File: src/core/spsp_pkg.sv
// Package for the per-port status register page
package spsp_pkg;
  // ----------------------------------------
  // Page register offsets
  // ----------------------------------------
  localparam logic [3:0] SPSP_OFS_LINE  = 4'h8;   // port_line_conn_status
  localparam logic [3:0] SPSP_OFS_SPEED = 4'h9;   // port_speed_fault_control
  localparam logic [3:0] SPSP_OFS_CAP   = 4'hA;   // port_connect_capability
  localparam logic [3:0] SPSP_OFS_REL   = 4'hB;   // port_link_reliability
  localparam logic [3:0] SPSP_OFS_ERR   = 4'hC;   // port_codeword_error_count
  localparam logic [3:0] SPSP_OFS_SLEEP = 4'hD;   // port_sleep_standby_control
  localparam logic [3:0] SPSP_OFS_RSV_E = 4'hE;
  localparam logic [3:0] SPSP_OFS_RSV_F = 4'hF;
  // Base register holding page and port selection
  localparam logic [3:0] SPSP_OFS_SEL   = 4'h7;
  localparam int         SPSP_SEL_PORT_LSB = 0;
  localparam int         SPSP_SEL_PAGE_LSB = 5;
  localparam logic [2:0] SPSP_PAGE_PORT = 3'h0;

  // ----------------------------------------
  // Field positions (bit 7 is the leftmost printed bit 0)
  // ----------------------------------------
  localparam int SPSP_B_ASTAT = 6;   // bits 7:6
  localparam int SPSP_B_BSTAT = 4;   // bits 5:4
  localparam int SPSP_B_CHILD = 3;
  localparam int SPSP_B_CON   = 2;
  localparam int SPSP_B_RECEIVE_VALID_FLAG  = 1;
  localparam int SPSP_B_DIS   = 0;
  localparam int SPSP_B_NSPD  = 5;   // bits 7:5
  localparam int SPSP_B_PIE   = 4;
  localparam int SPSP_B_FAULT = 3;
  localparam int SPSP_B_SBF   = 2;
  localparam int SPSP_B_SCRM  = 1;
  localparam int SPSP_B_BONLY = 0;
  localparam int SPSP_B_DC    = 7;
  localparam int SPSP_B_LPP   = 5;
  localparam int SPSP_B_CSPD  = 0;   // bits 2:0
  localparam int SPSP_B_UNREL = 7;
  localparam int SPSP_B_BETA  = 5;

  // ----------------------------------------
  // Encodings, resets and timing
  // ----------------------------------------
  localparam logic [1:0] SPSP_LINE_Z   = 2'h3;
  localparam logic [1:0] SPSP_LINE_ONE = 2'h1;
  localparam logic [1:0] SPSP_LINE_ZRO = 2'h2;
  localparam logic [1:0] SPSP_LINE_BAD = 2'h0;
  localparam logic [2:0] SPSP_S100  = 3'h0;
  localparam logic [2:0] SPSP_S200  = 3'h1;
  localparam logic [2:0] SPSP_S400  = 3'h2;
  localparam logic [2:0] SPSP_S800  = 3'h3;
  localparam logic [2:0] SPSP_S1600 = 3'h4;
  localparam logic [2:0] SPSP_S3200 = 3'h5;
  localparam logic [7:0] SPSP_ERR_MAX = 8'hFF;
  localparam logic [7:0] SPSP_ZERO8   = 8'h00;
  localparam int         SPSP_CLK_MHZ     = 100;
  localparam int         SPSP_DEBOUNCE_MS = 341;
  localparam int         SPSP_DEBOUNCE_CYC = SPSP_DEBOUNCE_MS * SPSP_CLK_MHZ * 1000;

  // ----------------------------------------
  // Per-port line status from the analog front end
  // ----------------------------------------
  typedef struct packed {
    logic [1:0] a_state;       // A-pair arbitration state
    logic [1:0] b_state;       // B-pair arbitration state
    logic       is_child;      // Tree role, 1 for child
    logic       active;        // Port connected, enabled, not suspended
    logic       raw_connect;   // Undebounced connect detect
    logic       beta_mode;     // Port is operating in beta mode
    logic       tones_only;    // Only connection tones seen
    logic       bias_ok;       // Debounced incoming bias (legacy)
    logic       signal_ok;     // Continuous valid signal (beta)
    logic       nego_done;     // Beta speed negotiation completed
    logic       nego_fail;     // Beta negotiation or sync failed
    logic [2:0] beta_speed;    // Speed agreed at beta connection
    logic [2:0] selfid_speed;  // Speed from self-identification
    logic       resuming;      // Port is resuming
    logic       suspending;    // Port is suspending
    logic       standby_err;   // Error seen during standby
    logic       standby_exit;  // Pulse on leaving standby
    logic       remote_sbf_clr;// Remote command clearing standby fault
    logic       bad_codeword;  // Pulse per invalid code word
    logic       port_event;    // Pulse per port event
    logic       remote_err_rd; // Remote access read of error counter
    logic       dc_detect;     // Legacy-style dc connect detect
    logic       beta_only;     // Strapped beta-only
    logic [2:0] cable_speed;   // Port beta speed capability
  } spsp_line_t;

  // Per-port control to the port logic
  typedef struct packed {
    logic disable_port;   // Port kept from becoming active
    logic scramble_off;   // Transmit without scrambling
    logic sbf_discard;    // Pulse: discard standby errors
  } spsp_ctrl_t;

  // Register bus request
  typedef struct packed {
    logic [3:0] addr;
    logic [7:0] wdata;
    logic       wr;
    logic       rd;
  } spsp_bus_t;
endpackage

File: src/core/spsp_page.sv
// Per-port status and control register page
module spsp_page
  import spsp_pkg::*;
#(
  parameter int NUM_PORTS    = 3,
  parameter int DEBOUNCE_CYC = spsp_pkg::SPSP_DEBOUNCE_CYC
)(
  // Clock and reset
  input  wire logic                  mclk,
  input  wire logic                  rst_n,
  // Register port
  input  wire spsp_pkg::spsp_bus_t   bus,
  output logic [7:0]                 rdata,
  // Port line status and control
  input  wire spsp_pkg::spsp_line_t  line [NUM_PORTS],
  output spsp_pkg::spsp_ctrl_t       ctrl [NUM_PORTS],
  // Link notification
  output logic                       port_event_irq
);
  import spsp_pkg::*;

  localparam int CW = $clog2(DEBOUNCE_CYC + 1);

  initial
  begin
    if (NUM_PORTS < 1 || NUM_PORTS > 15 || DEBOUNCE_CYC < 1)
      $error("spsp_page: unsupported parameters");
  end

  // ----------------------------------------
  // State
  // ----------------------------------------
  typedef struct packed {
    logic [2:0] page;
    logic [3:0] port;
    logic [7:0] rdata;
    logic       irq;
  } spsp_glob_t;

  typedef struct packed {
    logic          con;
    logic [CW-1:0] deb;
    logic          dis;
    logic          port_event_irq_enable;
    logic          port_event_irq_flag;
    logic          fault;
    logic          sbf;
    logic          scrm;
    logic          unrel;
    logic [2:0]    nspd;
    logic [7:0]    err;
    logic          sbf_clr;
    logic          was_beta_con;
  } spsp_port_t;

  typedef struct packed {
    spsp_glob_t                 g;
    spsp_port_t [NUM_PORTS-1:0] p;
  } spsp_state_t;

  spsp_state_t st;
  spsp_state_t next_st;

  // ----------------------------------------
  // Next state
  // ----------------------------------------
  always_comb
  begin
    logic       sel_ok;
    logic       on_page;
    logic [7:0] rv;
    logic       stable;
    logic       irq_any;
    next_st = st;
    sel_ok  = (st.g.port < 4'(NUM_PORTS));
    on_page = (st.g.page == SPSP_PAGE_PORT);
    rv      = SPSP_ZERO8;
    irq_any = 1'b0;
    stable  = 1'b0;

    // Base selection register
    if (bus.wr && bus.addr == SPSP_OFS_SEL)
    begin
      next_st.g.port = bus.wdata[SPSP_SEL_PORT_LSB +: 4];
      next_st.g.page = bus.wdata[SPSP_SEL_PAGE_LSB +: 3];
    end
    if (bus.addr == SPSP_OFS_SEL)
      rv = {st.g.page, 1'b0, st.g.port};

    for (int i = 0; i < NUM_PORTS; i++)
    begin
      // Connection debounce
      stable = line[i].raw_connect && (!line[i].beta_mode || line[i].nego_done);
      if (!stable)
      begin
        next_st.p[i].deb = '0;
        next_st.p[i].con = 1'b0;
      end
      else if (st.p[i].deb >= CW'(DEBOUNCE_CYC - 1))
        next_st.p[i].con = 1'b1;
      else
        next_st.p[i].deb = st.p[i].deb + CW'(1);

      // Agreed speed
      if (line[i].beta_mode && line[i].nego_done && !st.p[i].was_beta_con)
        next_st.p[i].nspd = line[i].beta_speed;
      else if (!line[i].beta_mode)
        next_st.p[i].nspd = line[i].selfid_speed;
      next_st.p[i].was_beta_con = line[i].beta_mode && line[i].nego_done;

      // Write-1-to-clear before sets, so sets win
      next_st.p[i].sbf_clr = 1'b0;
      if (bus.wr && on_page && st.g.port == 4'(i))
      begin
        case (bus.addr)
          SPSP_OFS_LINE:  next_st.p[i].dis = bus.wdata[SPSP_B_DIS];
          SPSP_OFS_SPEED:
          begin
            next_st.p[i].port_event_irq_enable  = bus.wdata[SPSP_B_PIE];
            next_st.p[i].scrm = bus.wdata[SPSP_B_SCRM];
            if (bus.wdata[SPSP_B_FAULT])
              next_st.p[i].fault = 1'b0;
            if (bus.wdata[SPSP_B_SBF])
            begin
              next_st.p[i].sbf     = 1'b0;
              next_st.p[i].sbf_clr = st.p[i].sbf;
            end
          end
          SPSP_OFS_REL:
            if (bus.wdata[SPSP_B_UNREL])
              next_st.p[i].unrel = 1'b0;
          default: ;
        endcase
      end
      if (line[i].standby_exit || line[i].remote_sbf_clr)
      begin
        next_st.p[i].sbf     = 1'b0;
        next_st.p[i].sbf_clr = line[i].remote_sbf_clr && st.p[i].sbf;
      end

      // Hardware-set flags
      if ((line[i].resuming && !line[i].bias_ok) || (line[i].suspending && line[i].bias_ok))
        next_st.p[i].fault = 1'b1;
      if (line[i].standby_err)
        next_st.p[i].sbf = 1'b1;
      if (line[i].nego_fail)
        next_st.p[i].unrel = 1'b1;
      if (line[i].port_event && st.p[i].port_event_irq_enable)
        next_st.p[i].port_event_irq_flag = 1'b1;
      irq_any = irq_any || (line[i].port_event && st.p[i].port_event_irq_enable);

      // Error counter: read clears, increment then applies
      if ((bus.rd && on_page && st.g.port == 4'(i) && bus.addr == SPSP_OFS_ERR) ||
          line[i].remote_err_rd)
        next_st.p[i].err = SPSP_ZERO8;
      if (line[i].bad_codeword && st.p[i].err != SPSP_ERR_MAX)
        next_st.p[i].err = ((bus.rd && bus.addr == SPSP_OFS_ERR && on_page && st.g.port == 4'(i))
                            || line[i].remote_err_rd) ? 8'h01 : st.p[i].err + 8'h01;
    end

    // Read mux for the selected port
    if (on_page && sel_ok && bus.addr >= SPSP_OFS_LINE)
    begin
      for (int i = 0; i < NUM_PORTS; i++)
      begin
        if (st.g.port == 4'(i))
        begin
          case (bus.addr)
            SPSP_OFS_LINE:
            begin
              rv[SPSP_B_ASTAT +: 2] = line[i].a_state;
              rv[SPSP_B_BSTAT +: 2] = line[i].b_state;
              rv[SPSP_B_CHILD] = line[i].is_child || !line[i].active;
              rv[SPSP_B_CON]   = st.p[i].con;
              rv[SPSP_B_RECEIVE_VALID_FLAG]  = !line[i].tones_only &&
                                 (line[i].beta_mode ? line[i].signal_ok : line[i].bias_ok);
              rv[SPSP_B_DIS]   = st.p[i].dis;
            end
            SPSP_OFS_SPEED:
            begin
              rv[SPSP_B_NSPD +: 3] = st.p[i].nspd;
              rv[SPSP_B_PIE]   = st.p[i].port_event_irq_enable;
              rv[SPSP_B_FAULT] = st.p[i].fault;
              rv[SPSP_B_SBF]   = st.p[i].sbf;
              rv[SPSP_B_SCRM]  = st.p[i].scrm;
              rv[SPSP_B_BONLY] = line[i].beta_only;
            end
            SPSP_OFS_CAP:
            begin
              rv[SPSP_B_DC]        = line[i].dc_detect;
              rv[SPSP_B_LPP]       = 1'b1;
              rv[SPSP_B_CSPD +: 3] = line[i].cable_speed;
            end
            SPSP_OFS_REL:
            begin
              rv[SPSP_B_UNREL] = st.p[i].unrel;
              rv[SPSP_B_BETA]  = line[i].beta_mode;
            end
            SPSP_OFS_ERR: rv = st.p[i].err;
            default:      rv = SPSP_ZERO8;
          endcase
        end
      end
    end
    next_st.g.rdata = bus.rd ? rv : SPSP_ZERO8;
    next_st.g.irq   = irq_any;
  end

  always_ff @(posedge mclk or negedge rst_n)
  begin
    if (!rst_n)
      st <= '0;
    else
      st <= next_st;
  end

  // ----------------------------------------
  // Outputs
  // ----------------------------------------
  assign rdata          = st.g.rdata;
  assign port_event_irq = st.g.irq;
  always_comb
  begin
    for (int i = 0; i < NUM_PORTS; i++)
    begin
      ctrl[i].disable_port = st.p[i].dis;
      ctrl[i].scramble_off = st.p[i].scrm;
      ctrl[i].sbf_discard  = st.p[i].sbf_clr;
    end
  end

  // ----------------------------------------
  // Checks
  // ----------------------------------------
  property p_unimpl_zero;
    @(posedge mclk) disable iff (!rst_n)
    (bus.rd && bus.addr >= SPSP_OFS_LINE && st.g.port >= 4'(NUM_PORTS)) |=> rdata == SPSP_ZERO8;
  endproperty
  a_unimpl_zero: assert property (p_unimpl_zero) else $error("unimplemented port read nonzero");

  property p_rsvd_zero;
    @(posedge mclk) disable iff (!rst_n)
    (bus.rd && bus.addr >= SPSP_OFS_RSV_E) |=> rdata == SPSP_ZERO8;
  endproperty
  a_rsvd_zero: assert property (p_rsvd_zero) else $error("reserved register read nonzero");

  property p_err_sat;
    @(posedge mclk) disable iff (!rst_n)
    st.p[0].err == SPSP_ERR_MAX && !line[0].remote_err_rd && !bus.rd |=> st.p[0].err == SPSP_ERR_MAX;
  endproperty
  a_err_sat: assert property (p_err_sat) else $error("error counter wrapped");

  property p_err_clr;
    @(posedge mclk) disable iff (!rst_n)
    (bus.rd && bus.addr == SPSP_OFS_ERR && st.g.page == SPSP_PAGE_PORT && st.g.port == 4'h0
     && !line[0].bad_codeword) |=> st.p[0].err == SPSP_ZERO8;
  endproperty
  a_err_clr: assert property (p_err_clr) else $error("error counter not cleared by read");

  property p_con_needs_stable;
    @(posedge mclk) disable iff (!rst_n)
    $rose(st.p[0].con) |-> $past(line[0].raw_connect, 1) && st.p[0].deb >= CW'(DEBOUNCE_CYC - 1);
  endproperty
  a_con_needs_stable: assert property (p_con_needs_stable) else $error("connect set early");

  property p_fault_set;
    @(posedge mclk) disable iff (!rst_n)
    (line[0].resuming && !line[0].bias_ok) |=> st.p[0].fault;
  endproperty
  a_fault_set: assert property (p_fault_set) else $error("resume fault not flagged");

  property p_pei_set;
    @(posedge mclk) disable iff (!rst_n)
    (line[0].port_event && st.p[0].port_event_irq_enable) |=> st.p[0].port_event_irq_flag ##0 port_event_irq;
  endproperty
  a_pei_set: assert property (p_pei_set) else $error("port event not raised");

  property p_dis_ctrl;
    @(posedge mclk) disable iff (!rst_n)
    (bus.wr && bus.addr == SPSP_OFS_LINE && st.g.page == SPSP_PAGE_PORT && st.g.port == 4'h0)
    |=> ctrl[0].disable_port == $past(bus.wdata[SPSP_B_DIS], 1);
  endproperty
  a_dis_ctrl: assert property (p_dis_ctrl) else $error("disable not applied");

  property p_scrm_ctrl;
    @(posedge mclk) disable iff (!rst_n)
    (bus.wr && bus.addr == SPSP_OFS_SPEED && st.g.page == SPSP_PAGE_PORT && st.g.port == 4'h0)
    |=> ctrl[0].scramble_off == $past(bus.wdata[SPSP_B_SCRM], 1);
  endproperty
  a_scrm_ctrl: assert property (p_scrm_ctrl) else $error("scrambler bit not applied");

  property p_rdata_idle;
    @(posedge mclk) disable iff (!rst_n)
    !bus.rd |=> rdata == SPSP_ZERO8;
  endproperty
  a_rdata_idle: assert property (p_rdata_idle) else $error("read data without read");

  property p_astat_rd;
    @(posedge mclk) disable iff (!rst_n)
    (bus.rd && bus.addr == SPSP_OFS_LINE && st.g.page == SPSP_PAGE_PORT && st.g.port == 4'h0)
    |=> rdata[SPSP_B_ASTAT +: 2] == $past(line[0].a_state, 1);
  endproperty
  a_astat_rd: assert property (p_astat_rd) else $error("A-pair state misread");

  property p_bstat_rd;
    @(posedge mclk) disable iff (!rst_n)
    (bus.rd && bus.addr == SPSP_OFS_LINE && st.g.page == SPSP_PAGE_PORT && st.g.port == 4'h0)
    |=> rdata[SPSP_B_BSTAT +: 2] == $past(line[0].b_state, 1);
  endproperty
  a_bstat_rd: assert property (p_bstat_rd) else $error("B-pair state misread");

  property p_child_idle;
    @(posedge mclk) disable iff (!rst_n)
    (bus.rd && bus.addr == SPSP_OFS_LINE && st.g.page == SPSP_PAGE_PORT && st.g.port == 4'h0
     && !line[0].active) |=> rdata[SPSP_B_CHILD];
  endproperty
  a_child_idle: assert property (p_child_idle) else $error("inactive port not child");

  property p_receive_valid_flag_tones;
    @(posedge mclk) disable iff (!rst_n)
    (bus.rd && bus.addr == SPSP_OFS_LINE && st.g.page == SPSP_PAGE_PORT && st.g.port == 4'h0
     && line[0].tones_only) |=> !rdata[SPSP_B_RECEIVE_VALID_FLAG];
  endproperty
  a_receive_valid_flag_tones: assert property (p_receive_valid_flag_tones) else $error("receive valid on tones");

  property p_con_drop;
    @(posedge mclk) disable iff (!rst_n)
    !line[0].raw_connect |=> !st.p[0].con;
  endproperty
  a_con_drop: assert property (p_con_drop) else $error("connect kept without line");

  property p_nspd_legacy;
    @(posedge mclk) disable iff (!rst_n)
    !line[0].beta_mode |=> st.p[0].nspd == $past(line[0].selfid_speed, 1);
  endproperty
  a_nspd_legacy: assert property (p_nspd_legacy) else $error("legacy speed not loaded");

  property p_susp_fault;
    @(posedge mclk) disable iff (!rst_n)
    (line[0].suspending && line[0].bias_ok) |=> st.p[0].fault;
  endproperty
  a_susp_fault: assert property (p_susp_fault) else $error("suspend fault not flagged");

  property p_fault_w1c;
    @(posedge mclk) disable iff (!rst_n)
    (bus.wr && bus.addr == SPSP_OFS_SPEED && st.g.page == SPSP_PAGE_PORT && st.g.port == 4'h0
     && bus.wdata[SPSP_B_FAULT] && !(line[0].resuming && !line[0].bias_ok)
     && !(line[0].suspending && line[0].bias_ok)) |=> !st.p[0].fault;
  endproperty
  a_fault_w1c: assert property (p_fault_w1c) else $error("fault not cleared by write");

  property p_sbf_set;
    @(posedge mclk) disable iff (!rst_n)
    line[0].standby_err |=> st.p[0].sbf;
  endproperty
  a_sbf_set: assert property (p_sbf_set) else $error("standby fault not flagged");

  property p_sbf_exit;
    @(posedge mclk) disable iff (!rst_n)
    (line[0].standby_exit && !line[0].standby_err) |=> !st.p[0].sbf;
  endproperty
  a_sbf_exit: assert property (p_sbf_exit) else $error("standby fault kept on exit");

  property p_pei_cause;
    @(posedge mclk) disable iff (!rst_n)
    $rose(st.p[0].port_event_irq_flag) |-> $past(line[0].port_event && st.p[0].port_event_irq_enable, 1);
  endproperty
  a_pei_cause: assert property (p_pei_cause) else $error("port event flag without cause");
endmodule

File: config.mk
export PLATFORM = sky130hd
export DESIGN_NAME = spsp_page
export DESIGN_NICKNAME = d
export VERILOG_FILES = /design/src/core/spsp_pkg.sv /design/src/core/spsp_page.sv
export SDC_FILE = /design/constraint.sdc
export NUM_CORES = 1
export LEC_CHECK = 0
export ABC_AREA = 1
export BUFFER_PORTS_ARGS = -buffer_cell sky130_fd_sc_hd__buf_4
export CAP_MARGIN = 10
export CORE_AREA = 3 3 136 138
export CTS_BUF_LIST = sky130_fd_sc_hd__clkbuf_4 sky130_fd_sc_hd__clkbuf_8
export CTS_CLUSTER_DIAMETER = 100
export DETAILED_ROUTE_END_ITERATION = 8
export DIE_AREA = 0 0 139 141
export GPL_ROUTABILITY_DRIVEN = 0
export PLACE_DENSITY = 0.79
export SYNTH_ARGS = -nofsm -noshare
export SYNTH_HDL_FRONTEND = slang
export SYNTH_SLANG_ARGS = --single-unit
File: constraint.sdc
create_clock -name mclk -period 2.35 [get_ports mclk]
set_input_delay 0.235 -clock mclk [delete_from_list [all_inputs] [get_ports mclk]]
set_output_delay 0.235 -clock mclk [all_outputs]
set_load 0.005 [all_outputs]
---- Word level (Yosys, flattened, before mapping) ----
Index checks and enable logic that the tools add are counted.
operators by class
  reductions and logical operators ........ 129
  equal/unequal tests ..................... 20
  $lt $le $gt $ge ......................... 5
  add/subtract/negate cells ............... 6
  multipliers ............................. 0
  bitwise gates (word level) .............. 0
  shift-type cells ........................ 0
  multiplexer cells ....................... 82
  divide/modulo/power cells ............... 0
operators by type and width
  cell                     number
  $mux W8                  15
  $mux W27                 3
  $add A26 B1 Y26 const B  3
  $ge A26 B26 Y1 const B   3
  $mux W26                 3
  $logic_and A1 B1 Y1      46
  $pmux W3 S5              3
  $reduce_bool A2 Y1       21
  $mux W1                  34
  $pmux W1 S5              6
  $mux W3                  9
  $reduce_and A3 Y1        9
  $reduce_bool A3 Y1       9
  $add A8 B1 Y8 const B    3
  $ne A8 B8 Y1 const B     3
  $pmux W2 S4              3
  $eq A4 B4 Y1 const B     5
  $logic_or A1 B1 Y1       20
  $logic_not A1 Y1         15
  $mux W4                  3
  $ne A2 B1 Y1 const B     6
  $pmux W1 S4              3
  $reduce_and A2 Y1        6
  $ne A2 B2 Y1 const B     3
  8 further kinds          8
word-level totals
  bits in registers ....................... 154
  RAM bits ................................ 0
  bits of input ports ..................... 112
  logic and storage cells ................. 282
  bits in latches ......................... 0
  ROM bits ................................ 0
  memories ................................ 0

---- Depth between registers and ports, before layout ----
Gate-level depths: netlist of the first run.
  depth after elaboration ................. 10
  gate-level depth with buffers ........... 13
  mapped depth without buffers ............ 12

---- Worst setup path before layout of the first run ----
No wires, ideal clock.
  path kind ............................... reg2reg
  start point ............................. register st[114] (netlist bit)
  end point ............................... register st[138] (netlist bit)
  period minus slack after synthesis ...... 1.666 ns
  arrival ................................. 1.549 ns
  buffers on the path ..................... 0
  library setup time ...................... 0.117 ns
  data required time ...................... 2.233 ns
  slack ................................... 0.684 ns
  stages on the path, launching flop included .. 10
  cell sequence ........................... dfrtp_1 > ha_1 > inv_1 > nor2_1 > nand2_1 > nor3_1 > xor2_1 > nor2_1 > nand2_1 > nand2_1
between the ends
  word-level cells in the longest chain between the ends .. 3
  elaborated cells between the ends (all ways) .. 5
ends and longest elaborated chain
  element                 RTL line          source
  start, declared         spsp_page.sv:61   spsp_state_t st;
  start signal, assigned  spsp_page.sv:214  st <= next_st;
  $add A26 B1 Y26         spsp_page.sv:102  next_st.p[i].deb = st.p[i].deb + CW'(1);
  $mux W26                spsp_page.sv:99   else if (st.p[i].deb >= CW'(DEBOUNCE_CYC - 1))
  $mux W27                spsp_page.sv:94   if (!stable)
Several ways; a longest one is shown, not always the timed one. The select of a mux whose other input is x is not followed.
A chain may end at the register's enable or synchronous reset.

---- Final worst setup path of the first run ----
  start point ............................. register st[90] (netlist bit)
  end point ............................... register st[67] (netlist bit)
between the ends
  word-level cells in the longest chain between the ends .. 2
ends and longest elaborated chain
  element                 RTL line
  $ge A26 B26 Y1          spsp_page.sv:99
  $ne A2 B2 Y1 (no line)  --
No other way between the ends.

==> flow_metrics.env, run 1 <==
export IMPL_hp_class="in -> reg"
export IMPL_die_y_um=141
export IMPL_routed_wirelength_um=29090
export IMPL_finalPower_mw=5.848
export IMPL_via_per_inst=5.536
export IMPL_timing_final_ws_setup_ps=315.6
export IMPL_ir_drop_mv=0.4399
export IMPL_synth_enable_flop_cells=0
export IMPL_overflow=0
export IMPL_synth_yosys_warnings=0
export IMPL_cp_startpoint="st[90]"
export IMPL_yosys_cell_count_top_type="nand2_1"
export IMPL_clock_sinks=154
export IMPL_p_leak_nw=5.554
export IMPL_crit_path_max_fanout=16
export IMPL_reg2reg_slack_ps=320
export IMPL_antenna_found_initial=0
export IMPL_synth_avg_cell_area_um2=6.899
export IMPL_slew_headroom=0.6254
export IMPL_ys_seq_elements=154
export IMPL_grt_max_degree=57
export IMPL_synth_commonest_cells="nand2_1 (440), nor2_1 (203), dfrtp_1 (154), inv_1 (138), nand3_1 (133)"
export IMPL_skew_ps=8.163
export IMPL_ant_nets=0
export IMPL_ys_types=47
export IMPL_drtIter0Drc=1099
export IMPL_num_vias=10170
export IMPL_worst_ep_required_time_ps=2750
export IMPL_cts_tree="built"
export IMPL_cp_endpoint="st[67]"
export IMPL_max_freq_ghz=0.4916
export IMPL_synth_top_area_cell="dfrtp_1"
export IMPL_rows=48
export IMPL_crit_arrival_ps=2440
export IMPL_setup_violations=0
export IMPL_worst_pin_slew_ps=561.9
export IMPL_fp_dieW_um=139
export IMPL_worst_skew_pair_late_latency_ps=460
export IMPL_io_buffer_count=129
export IMPL_worstSetupPathType="reg -> reg"
export IMPL_rsz0062_at_grt="false"
export IMPL_syn_area_mm2=0.01003
export IMPL_grt_pass1_vias=9536
export IMPL_synth_ff_type="dfrtp_1"
export IMPL_drive_above_1_share=0.1390
export IMPL_grt_usage=0.2942
export IMPL_met2_usage=0.4559
export IMPL_die_area_mm2=0.01960
export IMPL_area_growth_pct=18.70
export IMPL_finalSetupTns_ps=0
export IMPL_critPathLaunchType="flip-flop"
export IMPL_cap_violations=0
export IMPL_cts_hold_buf=32
export IMPL_synth_fp_nets=1572
export IMPL_holdWs_ps=19.81
export IMPL_fin_area_mm2=0.01191
export IMPL_min_period_over_period=0.8657
export IMPL_io_pins=130
export IMPL_synth_top_area_share=0.3842
export IMPL_coreArea_mm2=0.01730
export IMPL_wl_per_cell_um=15.83
export IMPL_post_route_drc_count=0
export IMPL_cts_setup_buffers=0
export IMPL_p_per_area_mw_per_mm2=491.1
export IMPL_cts_resized=0
export IMPL_dpl_cell_area_mm2=0.01115
export IMPL_clock_root_buffer="clkbuf_8"
export IMPL_dp_hpwl_um=21540
export IMPL_hold_violations=0
export IMPL_antennaDiodeCount=0
export IMPL_grt_util_met1=0.4017
export IMPL_layout_min_cycle_time_ps=2034
export IMPL_nNetsFinal=1718
export IMPL_first_pass_iters=6
export IMPL_async_flop_share=1.000
export IMPL_r2r_cells=12
export IMPL_busiest_layer="met2"
export IMPL_synth_top_cells_by_area="dfrtp_1 (38%), nand2_1 (16%), nor2_1 (7.6%)"
export IMPL_cts_path_max_buffers=2
export IMPL_path_clk_slew_ps=80
export IMPL_endpoint_kind="flip-flop"
export IMPL_status="completed"
export IMPL_syn_inst=1454
export IMPL_cts_buffers=17
export IMPL_dp_slack_ps=353.8
export IMPL_yosysSeqAreaShare=0.3842
export IMPL_r2r_start="st[90]"
export IMPL_reg2reg_to="st[67]"
export IMPL_use_met3=0.06852
export IMPL_initial_utilization=0.5799
export IMPL_cts_htree_levels=4
export IMPL_slew_viol_final=0
export IMPL_grt_pass1_wl_um=47060
==> cell families (layout without fill, tap and decap cells) <==
family,count (synthesis),in the layout,synth area share
xor gates and xnor gates,64,64,0.05588
DFF,154,154,0.3842
buffers and inverters,204,362,0.08781
adders and majority gates,6,6,0.007484
AOI/OAI and AO/OA,153,153,0.09093
muxes,3,3,0.003368
and+or+nand+nor,870,870,0.3703
==> worst min-delay path by stage <==
stage | from | end | slack, ps | cells past startpoint
floorplan | rst_n | ctrl[0] | -60 | 0
global placement | rst_n | st[120] | 250 | 1
detailed placement | rst_n | st[120] | 250 | 1
CTS | line[52] | st[47] | 1 | 3
global route | line[52] | st[47] | 10 | 3
finish | line[45] | st[57] | 20 | 3
==> power breakdown <==
part	leakage [nW]	switching [mW]	total, mW	internal [mW]
Combinational	3.28	0.459	0.796	0.337
Clock	0.214	1.01	2.21	1.20
Sequential	2.06	0.106	2.84	2.74
Total	5.55	1.57	5.85	4.28
==> cell type report <==
class	count	area (um^2)
inverters	154	579.3
fillers	1438	5390
clock inverters	12	171.4
clock buffers	19	261.5
well taps	225	281.5
flip-flops and latches	154	3854
multi-input cells	1096	5296
repair buffers	177	1463
==> flip-flops by register name, indices dropped and copies added (netlist names) <==
register / count
port_event_irq: 1
ctrl: 9
st: 136
rdata: 8
==> through the flow <==
step                        util  std cells
after floorplan                -       1454
after global placement    0.6448       1774
after detailed placement  0.6448       1774
after CTS                 0.6884       1837
after global routing      0.6884       1837
final                     0.6884       1837
==> cell usage in the layout, fill, tap and decap left out, drive strengths merged, types with 38 or more instances in the layout <==
cell type | synthesis | routed
a21oi | 38 | 38
nor3 | 40 | 40
nand3 | 134 | 134
buf | 37 | 145
dfrtp | 154 | 154
xor2 | 58 | 58
o21ai | 69 | 69
nor2 | 211 | 211
nand2 | 448 | 448
inv | 151 | 152
==> critical path: stages (launching register included) <==
cell and delay, ps:
dfrtp_1 410, inv_2 100, nand2_1 50, nor2_1 170, nand2_1 100, nor2_2 120
and2_1 150, o21ai_2 90, nand2_2 110, nand2_2 210, inv_2 290, nand2_1 100
nand2_1 60
==> routing by layer <==
metal | wire length (um) | vias up
li1 | - | 4945
met1 | 12290 | 4623
met2 | 13170 | 518
met3 | 2526 | 83
met4 | 1102 | 0
met5 | 0 | -
Note: power is estimated with default switching activity, not from simulation.
==> inputs of run 2 (changes only) <==
- PLACE_DENSITY: 0.79 -> unset
- PLACE_DENSITY_LB_ADDON: unset -> 0.25
==> run 2 against run 1 <==
Against the previous run:
- global-route usage is 0.44 points higher
- die area stayed put
- register-to-register slack better by 80 ps
- fmax is 4.0% higher
- cell area is 0.15% lower
- sequential power hardly changed
- critical path depth is 3 lower
- setup slack better by 79 ps
- clock-buffer cell count is 2 higher
- final cell count is 0.11% lower
- clock power is 6% higher
- combinational power hardly changed
- largest power group unchanged
==> flow_metrics.env, run 2 (synthesized netlist as in run 1, its figures left out) <==
export IMPL_nNetsFinal=1715
export IMPL_num_vias=10290
export IMPL_clock_sinks=154
export IMPL_crit_arrival_ps=2350
export IMPL_clock_root_buffer="clkbuf_8"
export IMPL_ir_drop_mv=0.4049
export IMPL_seqPwrFrac=0.474
export IMPL_p_clk_frac=0.393
export IMPL_status="completed"
export IMPL_final_cell_mix="nand2_1 (440), nor2_1 (203), dfrtp_1 (154)"
export IMPL_coreArea_mm2=0.01730
export IMPL_largest_reg_flops=136
export IMPL_worst_pin_slew_ps=545.2
export IMPL_worst_ep_required_time_ps=2740
export IMPL_path_clk_slew_ps=80
export IMPL_dp_hpwl_um=21640
export IMPL_rsz0062_at_grt="false"
export IMPL_critPathLaunchType="flip-flop"
export IMPL_power_frac_comb=0.133
export IMPL_p_int_mw=4.399
export IMPL_ant_nets=0
export IMPL_fillers=1482
export IMPL_regMostFlops="st"
export IMPL_area_growth_pct=18.52
export IMPL_grt_max_degree=59
export IMPL_p_per_area_mw_per_mm2=503.3
export IMPL_wl_per_cell_um=15.95
export IMPL_hold_violations=0
export IMPL_io_pins=130
export IMPL_io_buffer_count=129
export IMPL_sw_frac_of_total=0.2650
export IMPL_grt_pass1_wl_um=47720
export IMPL_finalPower_mw=5.984
export IMPL_antenna_found_initial=0
export IMPL_finalSetupTns_ps=0
export IMPL_endpoint_kind="flip-flop"
export IMPL_layout_min_cycle_time_ps=1955
export IMPL_multi_input_area_mm2=0.005296
export IMPL_max_freq_ghz=0.5114
export IMPL_setup_violations=0
export IMPL_antennaDiodeCount=0
export IMPL_post_route_drc_count=0
export IMPL_initial_utilization=0.5799
export IMPL_fp_dieW_um=139
export IMPL_grt_usage=0.2986
export IMPL_min_period_over_period=0.8321
export IMPL_drive_above_1_share=0.1379
export IMPL_overflow=0
export IMPL_hp_class="in -> reg"
export IMPL_die_area_mm2=0.01960
export IMPL_cap_violations=0
export IMPL_seq_area_mm2=0.003854
export IMPL_mostFrequentLayoutCell="nand2_1"
export IMPL_drtIter0Drc=1067
export IMPL_cts_buffers=17
export IMPL_slew_viol_final=0
export IMPL_cts_tree="built"
export IMPL_skew_ps=10.15
export IMPL_die_y_um=141
export IMPL_holdWs_ps=10.60
export IMPL_worstSetupPathType="reg -> reg"
export IMPL_cts_path_max_buffers=2
export IMPL_rows=48
export IMPL_crit_path_max_fanout=7
export IMPL_routed_wirelength_um=29260
export IMPL_grt_pass1_vias=9815
export IMPL_cts_htree_levels=4
export IMPL_via_per_inst=5.608
export IMPL_first_pass_iters=8
export IMPL_worst_skew_pair_late_latency_ps=460
export IMPL_p_leak_nw=5.545
export IMPL_slew_headroom=0.6327
export IMPL_p_sw_mw=1.586
run 2: repair_timing:
action / 4_1_cts / 5_1_grt
endpoints found under the setup margin: 0 / 0
hold endpoints to repair: 72 / 0
resized for setup: 0 / 0
hold buffers: 32 / 0
buffers inserted: 0 / 0
run 2: power by group through the flow:
stage / clock network, mW / registers [mW] / logic, mW
2_1_floorplan: 0 / 2.85 / 0.385
5_1_grt: 2.50 / 2.85 / 0.874
6_report: 2.35 / 2.83 / 0.795
4_1_cts: 2.38 / 2.83 / 0.786
3_5_place_dp: 0 / 2.88 / 0.729
3_3_place_gp: 0 / 2.88 / 0.718
run 2: area by class of cell:
| class | count | share of cell area |
|---|---|---|
| Timing Repair Buffer | 174 | 0.1190 |
| Clock inverter | 11 | 0.01621 |
| Multi-Input combinational cell | 1096 | 0.4455 |
| Tap cell | 225 | 0.02368 |
| Clock buffer | 21 | 0.02273 |
| Sequential cell | 154 | 0.3241 |
| Inverter | 154 | 0.04873 |
run 2: worst paths after layout:
| kind | from | to | slack (ps) | cells after the start |
|---|---|---|---|---|
| hold reg to reg | st[13] | st[13] | 490 | 1 |
| max in group asynchronous | rst_n | st[91] | 1370 | 3 |
| min in group asynchronous | rst_n | st[121] | 280 | 2 |
| hold / removal | bus[7] | st[154] | 10 | 2 |
| setup / recovery | st[67] | st[83] | 390 | 9 |
| setup reg to reg | st[67] | st[83] | 390 | 9 |
run 2: metrics by stage:
step                      std cells  worst slack [ps]  area, um^2  utilization
after detailed placement       1771             430.7       11110       0.6421
after global routing           1835             179.0       11890       0.6874
after global placement         1771             464.7       11110       0.6421
after floorplan                1454             684.0       10030            -
after CTS                      1835             415.4       11890       0.6874
final                          1835             394.6       11890       0.6874
run 2: per-layer routing:
metal / vias up / wire length, um / GRT usage
li1: 4937 / - / -
met1: 4773 / 12100 / 0.3866
met2: 492 / 13500 / 0.4807
met3: 89 / 2578 / 0.07666
met4: 0 / 1090 / 0.1231
met5: - / 0 / 0
run 2: critical path, cell delays in order (launching register included):
cell     delay, ps
dfrtp_1        450
ha_1           250
inv_1           70
nor2_1         170
nand2_1        110
nor2_1         290
nand3_1        150
xor2_1         180
nand4_1        100
o21ai_1         90
